File: config.mk
export PLATFORM = sky130hd
export DESIGN_NAME = sms_decode_validate
export DESIGN_NICKNAME = d
export VERILOG_FILES = /design/src/sms_pkg.sv /design/src/sms_code_class.sv /design/src/sms_alert_timer.sv /design/src/sms_decode_validate.sv
export VERILOG_INCLUDE_DIRS = /design/src
export SDC_FILE = /design/constraint.sdc
export NUM_CORES = 1
export LEC_CHECK = 0
export BUFFER_PORTS_ARGS = -buffer_cell sky130_fd_sc_hd__buf_2
export CORE_MARGIN = 4
export CORE_UTILIZATION = 30
export DETAILED_ROUTE_END_ITERATION = 12
export HOLD_SLACK_MARGIN = 0.05
export PLACE_DENSITY = 0.58
export RECOVER_POWER = 25
export SYNTH_ARGS = -nofsm -noshare
export SYNTH_HDL_FRONTEND = slang
export SYNTH_SLANG_ARGS = --single-unit
File: constraint.sdc
create_clock -name i_clock -period 3.3 [get_ports i_clock]
set_clock_uncertainty 0.05 [all_clocks]
set_input_delay 0.825 -clock i_clock [delete_from_list [all_inputs] [get_ports i_clock]]
set_output_delay 0.825 -clock i_clock [all_outputs]
set_load 0.005 [all_outputs]
File: src/sms_map.svh
// Purpose: offsets, field positions, codes and timing of message checking
// Assumes: included by bare name; definitions only
// Notes: alert codes are three bytes, type then subtype then information
`ifndef SMS_MAP_SVH
`define SMS_MAP_SVH

// ****************************************************************
// message layout
// ****************************************************************
`define SMS_MAX_LEN 6'd32
`define SMS_CODE_BYTE 0
`define SMS_TAG_HI_BYTE 2
`define SMS_TAG_LO_BYTE 3
`define SMS_DEF_MIN_LEN 6'd8
`define SMS_CP_PATH_BYTE 4
`define SMS_EXTEND_BIT 7
`define SMS_MA_ALERT_BYTE 16

// ****************************************************************
// message codes
// ****************************************************************
`define SMS_ULP_BASE 8'h80
`define SMS_QUERY_NODE 8'h00
`define SMS_QUERY_NODE_REPLY 8'h01
`define SMS_CONFIGURE_PORT 8'h02
`define SMS_RESPONSE 8'h03
`define SMS_ASYNC_ALERT 8'h04
`define SMS_MASTER_ALERT 8'h05
`define SMS_QUIESCE 8'h06
`define SMS_ASYNC_REPLY 8'h07
`define SMS_QUERY_PROTOCOL 8'h08
`define SMS_QUERY_PORT 8'h0a
`define SMS_REQ_SAT_REGION 8'h0e
`define SMS_LAST_PRIV 8'h11
`define SMS_RSV_PRIV_LO 8'h12
`define SMS_RSV_PRIV_HI 8'h1f
`define SMS_DATA_LO 8'h20
`define SMS_DATA_HI 8'h23
`define SMS_RSV_APP_LO 8'h24
`define SMS_RSV_APP_HI 8'h7f
`define SMS_ASYNC_ALERT_RSV_BYTE 7

// ****************************************************************
// alert codes and timing
// ****************************************************************
`define ALERT_UNKNOWN_SMS 24'h020100
`define ALERT_TOO_SHORT 24'h020300
`define ALERT_UNSUPPORTED_ULP 24'h020400
`define ALERT_BOTH_PORTS_NORMAL 24'h050300
`define ALERT_RETRY_MS 500
`define CLOCK_KHZ 100000
`endif

File: src/sms_pkg.sv
// Purpose: types shared by the message checking files
// Assumes: nothing
// Notes: none
package sms_pkg;
    typedef struct packed {
        logic valid;
        logic last;
        logic [7:0] data;
    } rx_byte_t;

    typedef struct packed {
        logic [7:0] type_b;
        logic [7:0] subtype;
        logic [7:0] info;
    } alert_code_t;

    typedef struct packed {
        logic valid;
        alert_code_t code;
    } alert_req_t;

    typedef struct packed {
        logic is_ulp;
        logic reserved;
        logic want_priv;
        logic cfg_only;
        logic master_only;
        logic overlap_class;
        logic tag_checked;
        logic data_xfer;
        logic [5:0] min_len;
        logic [31:0] rsv_mask;
    } code_class_t;

    typedef enum logic [2:0] {
        ST_IDLE,
        ST_RECV,
        ST_CODE,
        ST_LEN,
        ST_FIELD,
        ST_TAG
    } state_t;
endpackage

File: src/sms_code_class.sv
// Purpose: classify a message code against the supported code table
// Assumes: code is byte 0 of the received message
// Notes: purely combinational
`timescale 1ns/1ps
`include "sms_map.svh"
module sms_code_class (
    input wire logic [7:0] i_code,
    output sms_pkg::code_class_t o_class
);
    always_comb begin
        o_class = '0;
        o_class.is_ulp = (i_code >= `SMS_ULP_BASE);
        o_class.reserved = ((i_code >= `SMS_RSV_PRIV_LO) &&
            (i_code <= `SMS_RSV_PRIV_HI)) || ((i_code >= `SMS_RSV_APP_LO) &&
            (i_code <= `SMS_RSV_APP_HI));
        o_class.want_priv = (i_code <= `SMS_LAST_PRIV);
        o_class.data_xfer = (i_code >= `SMS_DATA_LO) &&
            (i_code <= `SMS_DATA_HI);
        o_class.min_len = `SMS_DEF_MIN_LEN;
        case (i_code)
            `SMS_QUERY_NODE_REPLY, `SMS_RESPONSE, 8'h09, 8'h0b,
            8'h0f: begin
                o_class.cfg_only = 1'b1;
                o_class.tag_checked = 1'b1;
            end
            `SMS_MASTER_ALERT: begin
                o_class.cfg_only = 1'b1;
                o_class.overlap_class = 1'b1;
            end
            `SMS_ASYNC_ALERT: begin
                o_class.master_only = 1'b1;
                o_class.rsv_mask[`SMS_ASYNC_ALERT_RSV_BYTE] = 1'b1;
            end
            `SMS_REQ_SAT_REGION: begin
                o_class.master_only = 1'b1;
            end
            `SMS_CONFIGURE_PORT, `SMS_QUIESCE, `SMS_QUERY_PROTOCOL,
            `SMS_QUERY_PORT: begin
                o_class.overlap_class = 1'b1;
            end
            8'h0d: begin
                o_class.tag_checked = 1'b1;
            end
            default: begin
                o_class.tag_checked = o_class.data_xfer;
            end
        endcase
    end
endmodule

File: src/sms_alert_timer.sv
// Purpose: retransmit timing for a sent alert awaiting its reply
// Assumes: start and stop are single-cycle pulses
// Notes: start wins over stop in the same cycle
`timescale 1ns/1ps
module sms_alert_timer #(
    parameter int unsigned CYCLES = 50000000
) (
    input wire logic i_clock,
    input wire logic i_reset,
    input wire logic i_start,
    input wire logic i_stop,
    output logic o_pending,
    output logic o_expire
);
    logic [31:0] count_r;

    always_ff @(posedge i_clock) begin
        if (i_reset) begin
            o_pending <= 1'b0;
        end else if (i_start) begin
            o_pending <= 1'b1;
        end else if (i_stop) begin
            o_pending <= 1'b0;
        end
    end

    always_ff @(posedge i_clock) begin
        if (i_reset || i_start || !o_pending) begin
            count_r <= 32'h0;
            o_expire <= 1'b0;
        end else if (count_r == CYCLES - 1) begin
            count_r <= 32'h0;
            o_expire <= !i_stop;
        end else begin
            count_r <= count_r + 32'h1;
            o_expire <= 1'b0;
        end
    end
endmodule

File: src/sms_decode_validate.sv
// Purpose: receive-side checking of message structures in a network node
// Assumes: one message per frame, bytes arrive in order, last flagged
// Notes: checks run one stage per cycle: code, length, fields, tag
`timescale 1ns/1ps
`include "sms_map.svh"

module sms_decode_validate #(
    parameter int unsigned RETRY_CYCLES = `ALERT_RETRY_MS * `CLOCK_KHZ
) (
    input wire logic i_clock,
    input wire logic i_reset,
    input wire sms_pkg::rx_byte_t i_rx,
    input wire logic i_frame_priv,
    input wire logic i_is_master,
    input wire logic i_is_configutor,
    input wire logic i_ulp_supported,
    input wire logic i_query_resources,
    input wire logic i_done,
    input wire logic [7:0] i_done_code,
    input wire logic i_tag_valid,
    input wire logic i_tag_resp_ok,
    input wire logic i_path_normal,
    input wire logic i_node_reset,
    output logic o_ulp_fwd,
    output logic o_accept,
    output logic [7:0] o_msg_code,
    output logic [15:0] o_msg_tag,
    output sms_pkg::alert_req_t o_alert,
    output logic o_alert_retx,
    output logic o_alert_pending,
    output logic [15:0] o_alert_tag,
    output logic o_alert_tag_active,
    output logic [31:0] o_alert_path,
    output logic o_overlap_resp,
    output logic o_invalid_field,
    output logic o_dropped,
    output logic [15:0] o_check_tag,
    output logic o_tag_error,
    output logic o_ulp_tag_alert,
    output logic o_node_ready
);
    // ****************************************************************
    // decode helpers
    // ****************************************************************
    function automatic logic [4:0] overlap_bit(input logic [7:0] code);
        overlap_bit = 5'h0;
        case (code)
            `SMS_CONFIGURE_PORT: overlap_bit = 5'h01;
            `SMS_MASTER_ALERT: overlap_bit = 5'h02;
            `SMS_QUERY_PORT: overlap_bit = 5'h04;
            `SMS_QUERY_PROTOCOL: overlap_bit = 5'h08;
            `SMS_QUIESCE: overlap_bit = 5'h10;
            default: overlap_bit = 5'h0;
        endcase
    endfunction

    function automatic logic [31:0] path_trim(input logic [31:0] p);
        logic keep;
        path_trim = 32'h0;
        keep = 1'b1;
        for (int i = 3; i >= 0; i--) begin
            if (keep) begin
                path_trim[i*8 +: 8] = p[i*8 +: 8];
            end
            if (!p[i*8 + `SMS_EXTEND_BIT]) begin
                keep = 1'b0;
            end
        end
    endfunction

    // ****************************************************************
    // receive buffer
    // ****************************************************************
    sms_pkg::state_t state_r;
    logic [7:0] buf_r [0:31];
    logic [5:0] count_r;
    logic priv_r;
    sms_pkg::code_class_t cls;
    logic [7:0] code;
    logic [15:0] tag;
    logic [31:0] rsv_bad;
    logic [4:0] outstanding_r;
    logic [4:0] ov_bit;
    logic node_ok;
    logic field_bad;
    logic accept;
    logic alert_fire;
    sms_pkg::alert_code_t alert_nxt;
    logic reply_match;
    logic both_normal;
    logic ready_pend_r;
    logic timer_pending;
    logic timer_expire;

    assign code = buf_r[`SMS_CODE_BYTE];
    assign tag = {buf_r[`SMS_TAG_HI_BYTE], buf_r[`SMS_TAG_LO_BYTE]};
    assign ov_bit = overlap_bit(code);

    sms_code_class u_class (
        .i_code(code),
        .o_class(cls)
    );

    always_ff @(posedge i_clock) begin
        if (i_rx.valid && state_r == sms_pkg::ST_IDLE) begin
            buf_r[0] <= i_rx.data;
        end else if (i_rx.valid && count_r < `SMS_MAX_LEN &&
            state_r == sms_pkg::ST_RECV) begin
            buf_r[count_r[4:0]] <= i_rx.data;
        end
    end
    always_ff @(posedge i_clock) begin
        if (i_reset) begin
            count_r <= 6'h0;
            priv_r <= 1'b0;
        end else if (state_r == sms_pkg::ST_IDLE && i_rx.valid) begin
            count_r <= 6'h1;
            priv_r <= i_frame_priv;
        end else if (state_r == sms_pkg::ST_RECV && i_rx.valid &&
            count_r < `SMS_MAX_LEN) begin
            count_r <= count_r + 6'h1;
        end
    end

    // ****************************************************************
    // checking stages
    // ****************************************************************
    // pads lie beyond min_len, so their contents never reach the check
    genvar g;
    generate
        for (g = 0; g < 32; g++) begin : g_rsv
            assign rsv_bad[g] = cls.rsv_mask[g] && (g < cls.min_len) &&
                (buf_r[g] != 8'h00);
        end
    endgenerate

    assign node_ok = !((cls.cfg_only && !i_is_configutor) ||
        (cls.master_only && !i_is_master)) &&
        (cls.want_priv == priv_r);

    // exempt query node and its reply
    assign field_bad = (|rsv_bad) && code != `SMS_QUERY_NODE &&
        code != `SMS_QUERY_NODE_REPLY;

    assign accept = (state_r == sms_pkg::ST_FIELD && !field_bad &&
        !(cls.tag_checked && i_is_configutor)) ||
        (state_r == sms_pkg::ST_TAG && i_tag_valid && i_tag_resp_ok);

    always_comb begin
        alert_fire = 1'b0;
        alert_nxt = '0;
        if (state_r == sms_pkg::ST_CODE) begin
            if (cls.is_ulp) begin
                alert_fire = !i_ulp_supported;
                alert_nxt = `ALERT_UNSUPPORTED_ULP;
            end else if (cls.reserved || !node_ok) begin
                alert_fire = 1'b1;
                alert_nxt = `ALERT_UNKNOWN_SMS;
            end
        end else if (state_r == sms_pkg::ST_LEN &&
            count_r < cls.min_len) begin
            alert_fire = 1'b1;
            alert_nxt = `ALERT_TOO_SHORT;
        end
    end

    always_ff @(posedge i_clock) begin
        if (i_reset) begin
            state_r <= sms_pkg::ST_IDLE;
        end else begin
            case (state_r)
                sms_pkg::ST_IDLE: begin
                    if (i_rx.valid) begin
                        state_r <= i_rx.last ? sms_pkg::ST_CODE :
                            sms_pkg::ST_RECV;
                    end
                end
                sms_pkg::ST_RECV: begin
                    if (i_rx.valid && i_rx.last) begin
                        state_r <= sms_pkg::ST_CODE;
                    end
                end
                sms_pkg::ST_CODE: begin
                    if (cls.is_ulp || cls.reserved || !node_ok) begin
                        state_r <= sms_pkg::ST_IDLE;
                    end else if ((|(ov_bit & outstanding_r)) ||
                        (code == `SMS_QUERY_NODE && !i_query_resources)) begin
                        state_r <= sms_pkg::ST_IDLE;
                    end else begin
                        state_r <= sms_pkg::ST_LEN;
                    end
                end
                sms_pkg::ST_LEN: begin
                    state_r <= alert_fire ? sms_pkg::ST_IDLE :
                        sms_pkg::ST_FIELD;
                end
                sms_pkg::ST_FIELD: begin
                    if (!field_bad && cls.tag_checked && i_is_configutor) begin
                        state_r <= sms_pkg::ST_TAG;
                    end else begin
                        state_r <= sms_pkg::ST_IDLE;
                    end
                end
                default: begin
                    state_r <= sms_pkg::ST_IDLE;
                end
            endcase
        end
    end

    // ****************************************************************
    // per-message result pulses
    // ****************************************************************
    always_ff @(posedge i_clock) begin
        if (i_reset) begin
            o_alert <= '0;
        end else begin
            o_alert.valid <= alert_fire;
            o_alert.code <= alert_fire ? alert_nxt : o_alert.code;
        end
    end

    always_ff @(posedge i_clock) begin
        if (i_reset) begin
            o_ulp_fwd <= 1'b0;
            o_overlap_resp <= 1'b0;
            o_dropped <= 1'b0;
            o_invalid_field <= 1'b0;
        end else begin
            o_ulp_fwd <= state_r == sms_pkg::ST_CODE && cls.is_ulp &&
                i_ulp_supported;
            o_overlap_resp <= state_r == sms_pkg::ST_CODE && !cls.is_ulp &&
                !cls.reserved && node_ok && (|(ov_bit & outstanding_r));
            o_dropped <= state_r == sms_pkg::ST_CODE && node_ok &&
                code == `SMS_QUERY_NODE && !i_query_resources;
            o_invalid_field <= state_r == sms_pkg::ST_FIELD && field_bad;
        end
    end

    always_ff @(posedge i_clock) begin
        if (i_reset) begin
            o_accept <= 1'b0;
            o_msg_code <= 8'h00;
            o_msg_tag <= 16'h0000;
            o_check_tag <= 16'h0000;
        end else begin
            o_accept <= accept;
            if (state_r == sms_pkg::ST_CODE) begin
                o_msg_code <= code;
                o_msg_tag <= tag;
                o_check_tag <= tag;
            end
        end
    end

    // tag pool lookup answers two cycles after o_check_tag settles
    always_ff @(posedge i_clock) begin
        if (i_reset) begin
            o_tag_error <= 1'b0;
            o_ulp_tag_alert <= 1'b0;
        end else begin
            o_tag_error <= state_r == sms_pkg::ST_TAG &&
                !(i_tag_valid && i_tag_resp_ok);
            o_ulp_tag_alert <= state_r == sms_pkg::ST_TAG &&
                !(i_tag_valid && i_tag_resp_ok) && cls.data_xfer;
        end
    end

    // ****************************************************************
    // outstanding overlap-class messages
    // ****************************************************************
    always_ff @(posedge i_clock) begin
        if (i_reset) begin
            outstanding_r <= 5'h0;
        end else begin
            // a new arrival wins over a completion in the same cycle
            outstanding_r <= (outstanding_r &
                ~(i_done ? overlap_bit(i_done_code) : 5'h0)) |
                (accept ? ov_bit : 5'h0);
        end
    end

    // ****************************************************************
    // alert tag and return path
    // ****************************************************************
    always_ff @(posedge i_clock) begin
        if (i_reset) begin
            o_alert_tag_active <= 1'b0;
            o_alert_tag <= 16'h0000;
            o_alert_path <= 32'h0;
        end else if (accept && code == `SMS_CONFIGURE_PORT) begin
            o_alert_tag_active <= 1'b1;
            o_alert_tag <= tag;
            o_alert_path <= path_trim({buf_r[`SMS_CP_PATH_BYTE],
                buf_r[`SMS_CP_PATH_BYTE + 1], buf_r[`SMS_CP_PATH_BYTE + 2],
                buf_r[`SMS_CP_PATH_BYTE + 3]});
        end else if (i_node_reset) begin
            o_alert_tag_active <= 1'b0;
        end
    end

    // ****************************************************************
    // alert retransmission
    // ****************************************************************
    // a reply for another tag, or with nothing pending, is discarded
    assign reply_match = accept && code == `SMS_ASYNC_REPLY &&
        tag == o_alert_tag && timer_pending;

    sms_alert_timer #(
        .CYCLES(RETRY_CYCLES)
    ) u_timer (
        .i_clock(i_clock),
        .i_reset(i_reset),
        .i_start(alert_fire),
        .i_stop(reply_match || i_node_reset),
        .o_pending(timer_pending),
        .o_expire(timer_expire)
    );

    always_ff @(posedge i_clock) begin
        if (i_reset) begin
            o_alert_retx <= 1'b0;
            o_alert_pending <= 1'b0;
        end else begin
            o_alert_retx <= timer_expire;
            o_alert_pending <= timer_pending;
        end
    end

    // ****************************************************************
    // node ready held until the path is normal
    // ****************************************************************
    assign both_normal = accept && code == `SMS_MASTER_ALERT &&
        {buf_r[`SMS_MA_ALERT_BYTE], buf_r[`SMS_MA_ALERT_BYTE + 1],
        buf_r[`SMS_MA_ALERT_BYTE + 2]} == `ALERT_BOTH_PORTS_NORMAL;

    always_ff @(posedge i_clock) begin
        if (i_reset) begin
            ready_pend_r <= 1'b0;
            o_node_ready <= 1'b0;
        end else begin
            ready_pend_r <= both_normal || (ready_pend_r && !i_path_normal);
            o_node_ready <= ready_pend_r && i_path_normal;
        end
    end
endmodule

After elaboration in Yosys (flattened, before gate mapping)
Memories as Yosys holds them, arrays and structs flattened.
Index checks and enable logic that the tools add are counted.
Word-level totals
  input port bits: 30
  memories kept: 1
  memory bits (writable): 256
  register bits after elaboration: 158
  output and inout bits: 124
  logic and storage cells: 215
Memories
  buf_r: depth 32, width 8, read ports 10, clocked after memory_dff 0, wr ports 1, RTL line sms_decode_validate.sv:75  | logic [7:0] buf_r [0:31];
Operators by class
  bitwise logic cells: 5
  muxes and demuxes: 51
  $lt $le $gt $ge: 10
  reduce and logical (&&, ||, !) cells: 87
  equal/unequal tests: 31
  $add $sub $neg: 2
Operators by type and width (count)
  == test 8 x 4 -> 1 bit (second input constant): 9
  2-to-1 mux 18 bit: 3
  one-hot mux 5 bit (5 select lines): 2
  == test 8 x 3 -> 1 bit (second input constant): 6
  logical AND 1 bit: 45
  adder 32 x 1 -> 32 bit (second input constant): 1
  == test 32 x 26 -> 1 bit (second input constant): 1
  2-to-1 mux 8 bit: 4
  2-to-1 mux 1 bit: 28
  == test 24 x 19 -> 1 bit (second input constant): 1
  == test 8 x 2 -> 1 bit (second input constant): 3
  2-to-1 mux 24 bit: 1
  2-to-1 mux 5 bit: 4
  == test 16 bit: 1
  >= comparator 8 x 6 -> 1 bit (second input constant): 2
  less-or-equal comparator 8 x 5 -> 1 bit (second input constant): 2
  nonzero test 8 bit: 2
  one-hot mux 3 bit (5 select lines): 1
  logical NOT 1 bit: 14
  2-to-1 mux 3 bit: 4
  OR reduction 6 bit: 2
  logical OR 1 bit: 11
  AND 5 bit: 2
  == test 8 x 1 -> 1 bit (second input constant): 1
  other kinds (27): 36

Logic depth before layout (Yosys ltp)
An unclocked memory read counts as a cell.
  depth in word-level cells: 20
  mapped depth: 8

Hierarchy
From an unflattened synthesis, not the netlist that was laid out.
Unflattened totals
  cell total of the unflattened synthesis: 1310
  area, all modules: 15970.3 µm²
By module, submodules not included
  sms_decode_validate: cells an instance 1039, area an instance 13746.9 µm², sequential area each 9769.4 µm², instances 1
  sms_alert_timer: cells an instance 206, area an instance 1750.4 µm², sequential area each 680.7 µm², instances 1
  sms_code_class: cells an instance 65, area an instance 473.0 µm², sequential area each 0.0 µm², instances 1

Worst setup path before layout
Ideal clock, no wire load.
  path type: in2reg
  from: input i_rx[9] in the netlist's numbering
  to: memory buf_r[17][0], enable pin
  buffers on the path: 1
  slack: 207 ps
  setup time: 398 ps
  data required time: 2852 ps
  stages: 5
  arrival time: 2645 ps
  path through: or3b_1 clkbuf_1 nor4_1 nand2_1 nor4b_1
Between the ends
  longest elaborated chain between the ends: 7
  elaborated cells between the ends (all ways): 11
  those cells by class: 7 x mux; 4 x reduce/logical
Ends and longest elaborated chain
  from (decl): RTL line sms_decode_validate.sv:12  | input wire sms_pkg::rx_byte_t i_rx,
  logical AND 1 bit (no source line)
  logical AND 1 bit: RTL line sms_decode_validate.sv:107  | end else if (i_rx.valid && count_r < `SMS_MAX_LEN &&
  2-to-1 mux 1 bit: RTL line sms_decode_validate.sv:107
  2-to-1 mux 1 bit: RTL line sms_decode_validate.sv:105  | if (i_rx.valid && state_r == sms_pkg::ST_IDLE) begin
  2-to-1 mux 1 bit (implied by the code): RTL line sms_decode_validate.sv:109  | buf_r[count_r[4:0]] <= i_rx.data;
  OR reduction 8 bit (no source line)
  2-to-1 mux 5 bit (no source line) / 2-to-1 mux 1 bit (equally long branches)
  to (decl): RTL line sms_decode_validate.sv:75
Several ways; a longest one is shown, not always the timed one.

==> flow_summary_export.csv <==
group,metric,value,unit
synthesis,synth_area,8940,um2
finish,drive_gt1_share,19.8,%
critical_path,worstReg2RegStart,"buf_r[0][7]",
critical_path,cp.arrival,3.06,ns
synthesis,ys_warn_count,0,
run_status,status,"finished with violations",
detailed_routing,vias,6715,
floorplan,die_w,181,um
global_route,grt_overflow_total,0,
global_route,antenna_found_initial,1,
floorplan,rows,62,
synthesis,synth_edf_count,80,
detailed_routing,dr.pass1.iters,5,
placement,port_buffers,133,
synthesis,ys_seq_area_share,57.8,%
clocking,clockRootBuffer,"clkbuf_16",
clocking,cts_sinks,218,
critical_path,cp.required,3.66,ns
synthesis,syn_inst,862,
sta,tns,0,ns
clocking,post_cts_resized,0,
power_and_ir_drop,leakagePower,0.00374,uW
clocking,cts_buffers,24,
hold_path,hold_start,"o_msg_code[0]",
critical_path,critPathSlowestCell,"clkbuf_1",
critical_path,max_stage_delay,1.32,ns
detailed_routing,drt_iter0_markers,472,
floorplan,dieArea,32600,um2
sta,fmax,371,MHz
floorplan,ios,154,
detailed_routing,vias_per_cell,4.88,
critical_path,crit_family,"buffers and inverters",
sta,slew_violations,39,
hold_path,holdCritPathClass,"flop to flop",
global_route,grt_pass1_vias,6416,
clocking,cts_buffer_depth,3,
placement,gp_congestion,0.821,
synthesis,synth-seq-cells,218,
critical_path,path_cells,"clkbuf_1 > clkbuf_1 > nor3b_1 > and4_1",
sta,hold_viol,0,
sta,whs,0.401,ns
finish,fill_cells,2965,
finish,area_growth,18.8,%
synthesis,synth-main-ff-cell,"dfxtp_1",
clocking,cts_tree,"yes",
sta,setup_ws,0.605,ns
global_route,grt_pass1_wl,37700,um
sta,relSlewSlack,-18.9,%
floorplan,die_h,181,um
synthesis,netlist_top_cells_count,"138 x dfxtp_1, 87 x nand2_1, 80 x edfxtp_1",
power_and_ir_drop,power_density,553,nW/um2
clocking,hold_buffers,0,
floorplan,initial_core_util,30.8,%
finish,final_nets,1008,
detailed_routing,wl_per_cell,17.4,um
sta,post-route-min-period,2.70,ns
sta,min_period_over_period,81.7,%
finish,diodes,0,
synthesis,ys_types,67,
critical_path,crit_start,"i_reset",
floorplan,core_area,29000,um2
sta,tightest_slew,1.78,ns
detailed_routing,drc,0,
synthesis,post-synth-top-area-fraction,30.9,%
critical_path,crit_path_end_kind,"flop",
critical_path,path_class,"input port to flop",
critical_path,crit_top_cell,"clkbuf_1",
synthesis,yosysTopAreaCell,"dfxtp_1",
clocking,clk_pin_slew,0.06,ns
synthesis,synth_area_leaders,"dfxtp_1 31%, edfxtp_1 27%, a21oi_1 3.9%",
critical_path,path_max_fanout,38,
sta,rsz0062_at_grt,"no",
sta,finalSetupViolations,0,
power_and_ir_drop,ir_drop,371,uV
global_route,grt_max_degree,41,
global_route,grtUsageTotal,14.2,%
synthesis,synthArstFlopShare,0,%
run_status,violations,"capacitance limit, slew limit",
placement,dpl.hpwl,16600,um
critical_path,path_buf_inv,2,
clocking,htreeDepth,1,
critical_path,start_kind,"input port",
clocking,insertion_delay,0.53,ns
synthesis,postSynthAreaPerCell,10.4,um2
clocking,post_cts_buffers,0,
detailed_routing,ant_nets,0,
synthesis,synth_most_common_cell,"dfxtp_1",
detailed_routing,drt-total-wl,24000,um
run,maxCapViolCount,1,
placement,place_ws,0.595,ns
## worst paths after layout
kind	to	cells past startpoint	slack [ns]
setup reg to reg	o_alert_path[0]	6	0.61
hold reg to reg	o_msg_code[0]	2	0.40
setup / recovery	o_ulp_tag_alert	4	0.60
hold / removal	o_msg_code[0]	2	0.40
## sequential cells by signal (all words and copies together), names as in the netlist, 3 cells and up
signal / cells
buf_r: 80
o_alert_path: 32
u_timer.count_r: 32
o_alert_tag: 16
o_check_tag: 16
o_msg_code: 8
count_r: 6
o_alert: 5
outstanding_r: 5
state_r: 3
## cell usage in the layout (no fill, tap or decap), types with 3 or more instances in the layout
cell type,count
a21oi_1,69
a31o_1,9
a31oi_1,3
and2_1,7
and3_1,8
and4_1,5
buf_2,124
buf_4,23
bufinv_16,3
clkbuf_1,16
clkbuf_16,24
clkbuf_8,4
clkinv_2,4
conb_1,20
dfxtp_1,138
edfxtp_1,80
inv_1,9
nand2_1,87
nand2b_1,7
nand3_1,41
nand3b_1,4
nand4_1,23
nor2_1,58
nor2b_1,7
nor3_1,25
nor3b_1,4
nor4_1,20
nor4b_1,5
o211ai_1,10
o21ai_0,11
o21ai_1,40
o31ai_1,3
or3_1,3
or4_1,3
xnor2_1,36
xor2_1,14
## kinds of logic after synthesis
group           after synthesis  share of synthesized area (%)
compound gates              172                           12.2
xor+xnor                     50                           4.90
fa+ha+maj                     2                          0.280
buf+inv                      99                           6.58
flops                       218                           57.8
mux                           2                          0.224
other cells                   1                         0.0420
simple gates                318                           18.0
## through the flow
stage	utilization (%)	total power, uW	std cells	area [um2]
6_report	36.6	5870	1377	10600
5_1_grt	36.6	6070	1377	10600
4_1_cts	36.7	5940	1377	10600
3_5_place_dp	33.8	3180	1334	9810
3_3_place_gp	33.8	3170	1334	9810
2_1_floorplan	-	3080	881	9010
## where the power goes
group | internal [uW] | leakage (uW) | switching (uW)
combinational | 80.0 | 0.00150 | 177
sequential | 2820 | 0.00184 | 38.8
clock | 1670 | 0.000406 | 1080
total | 4570 | 0.00374 | 1300
## worst register-to-register path, delay by kind of cell, from the launching register on
kind / cells / cell delay, ns
flops: 1 / 0.51
simple gates: 1 / 0.45
buf+inv: 1 / 0.25
compound gates: 4 / 1.36
## per-layer routing
layer,vias up,track usage (%),wire (um)
li1,3277,-,-
met1,3187,19.7,11100
met2,216,22.8,10900
met3,33,2.60,1470
met4,2,3.75,521
met5,-,0,7
## cell type report
cell class | count | area (um2) | share of cell area, %
clock inverter | 11 | 156 | 1.47
clock buffer | 32 | 671 | 6.32
inverter | 9 | 33.8 | 0.318
timing repair buffer | 159 | 838 | 7.90
tap | 384 | 480 | 4.53
multi-input combinational | 564 | 3270 | 30.8
sequential | 218 | 5160 | 48.7
Note: power is estimated with default switching activity, not from simulation.
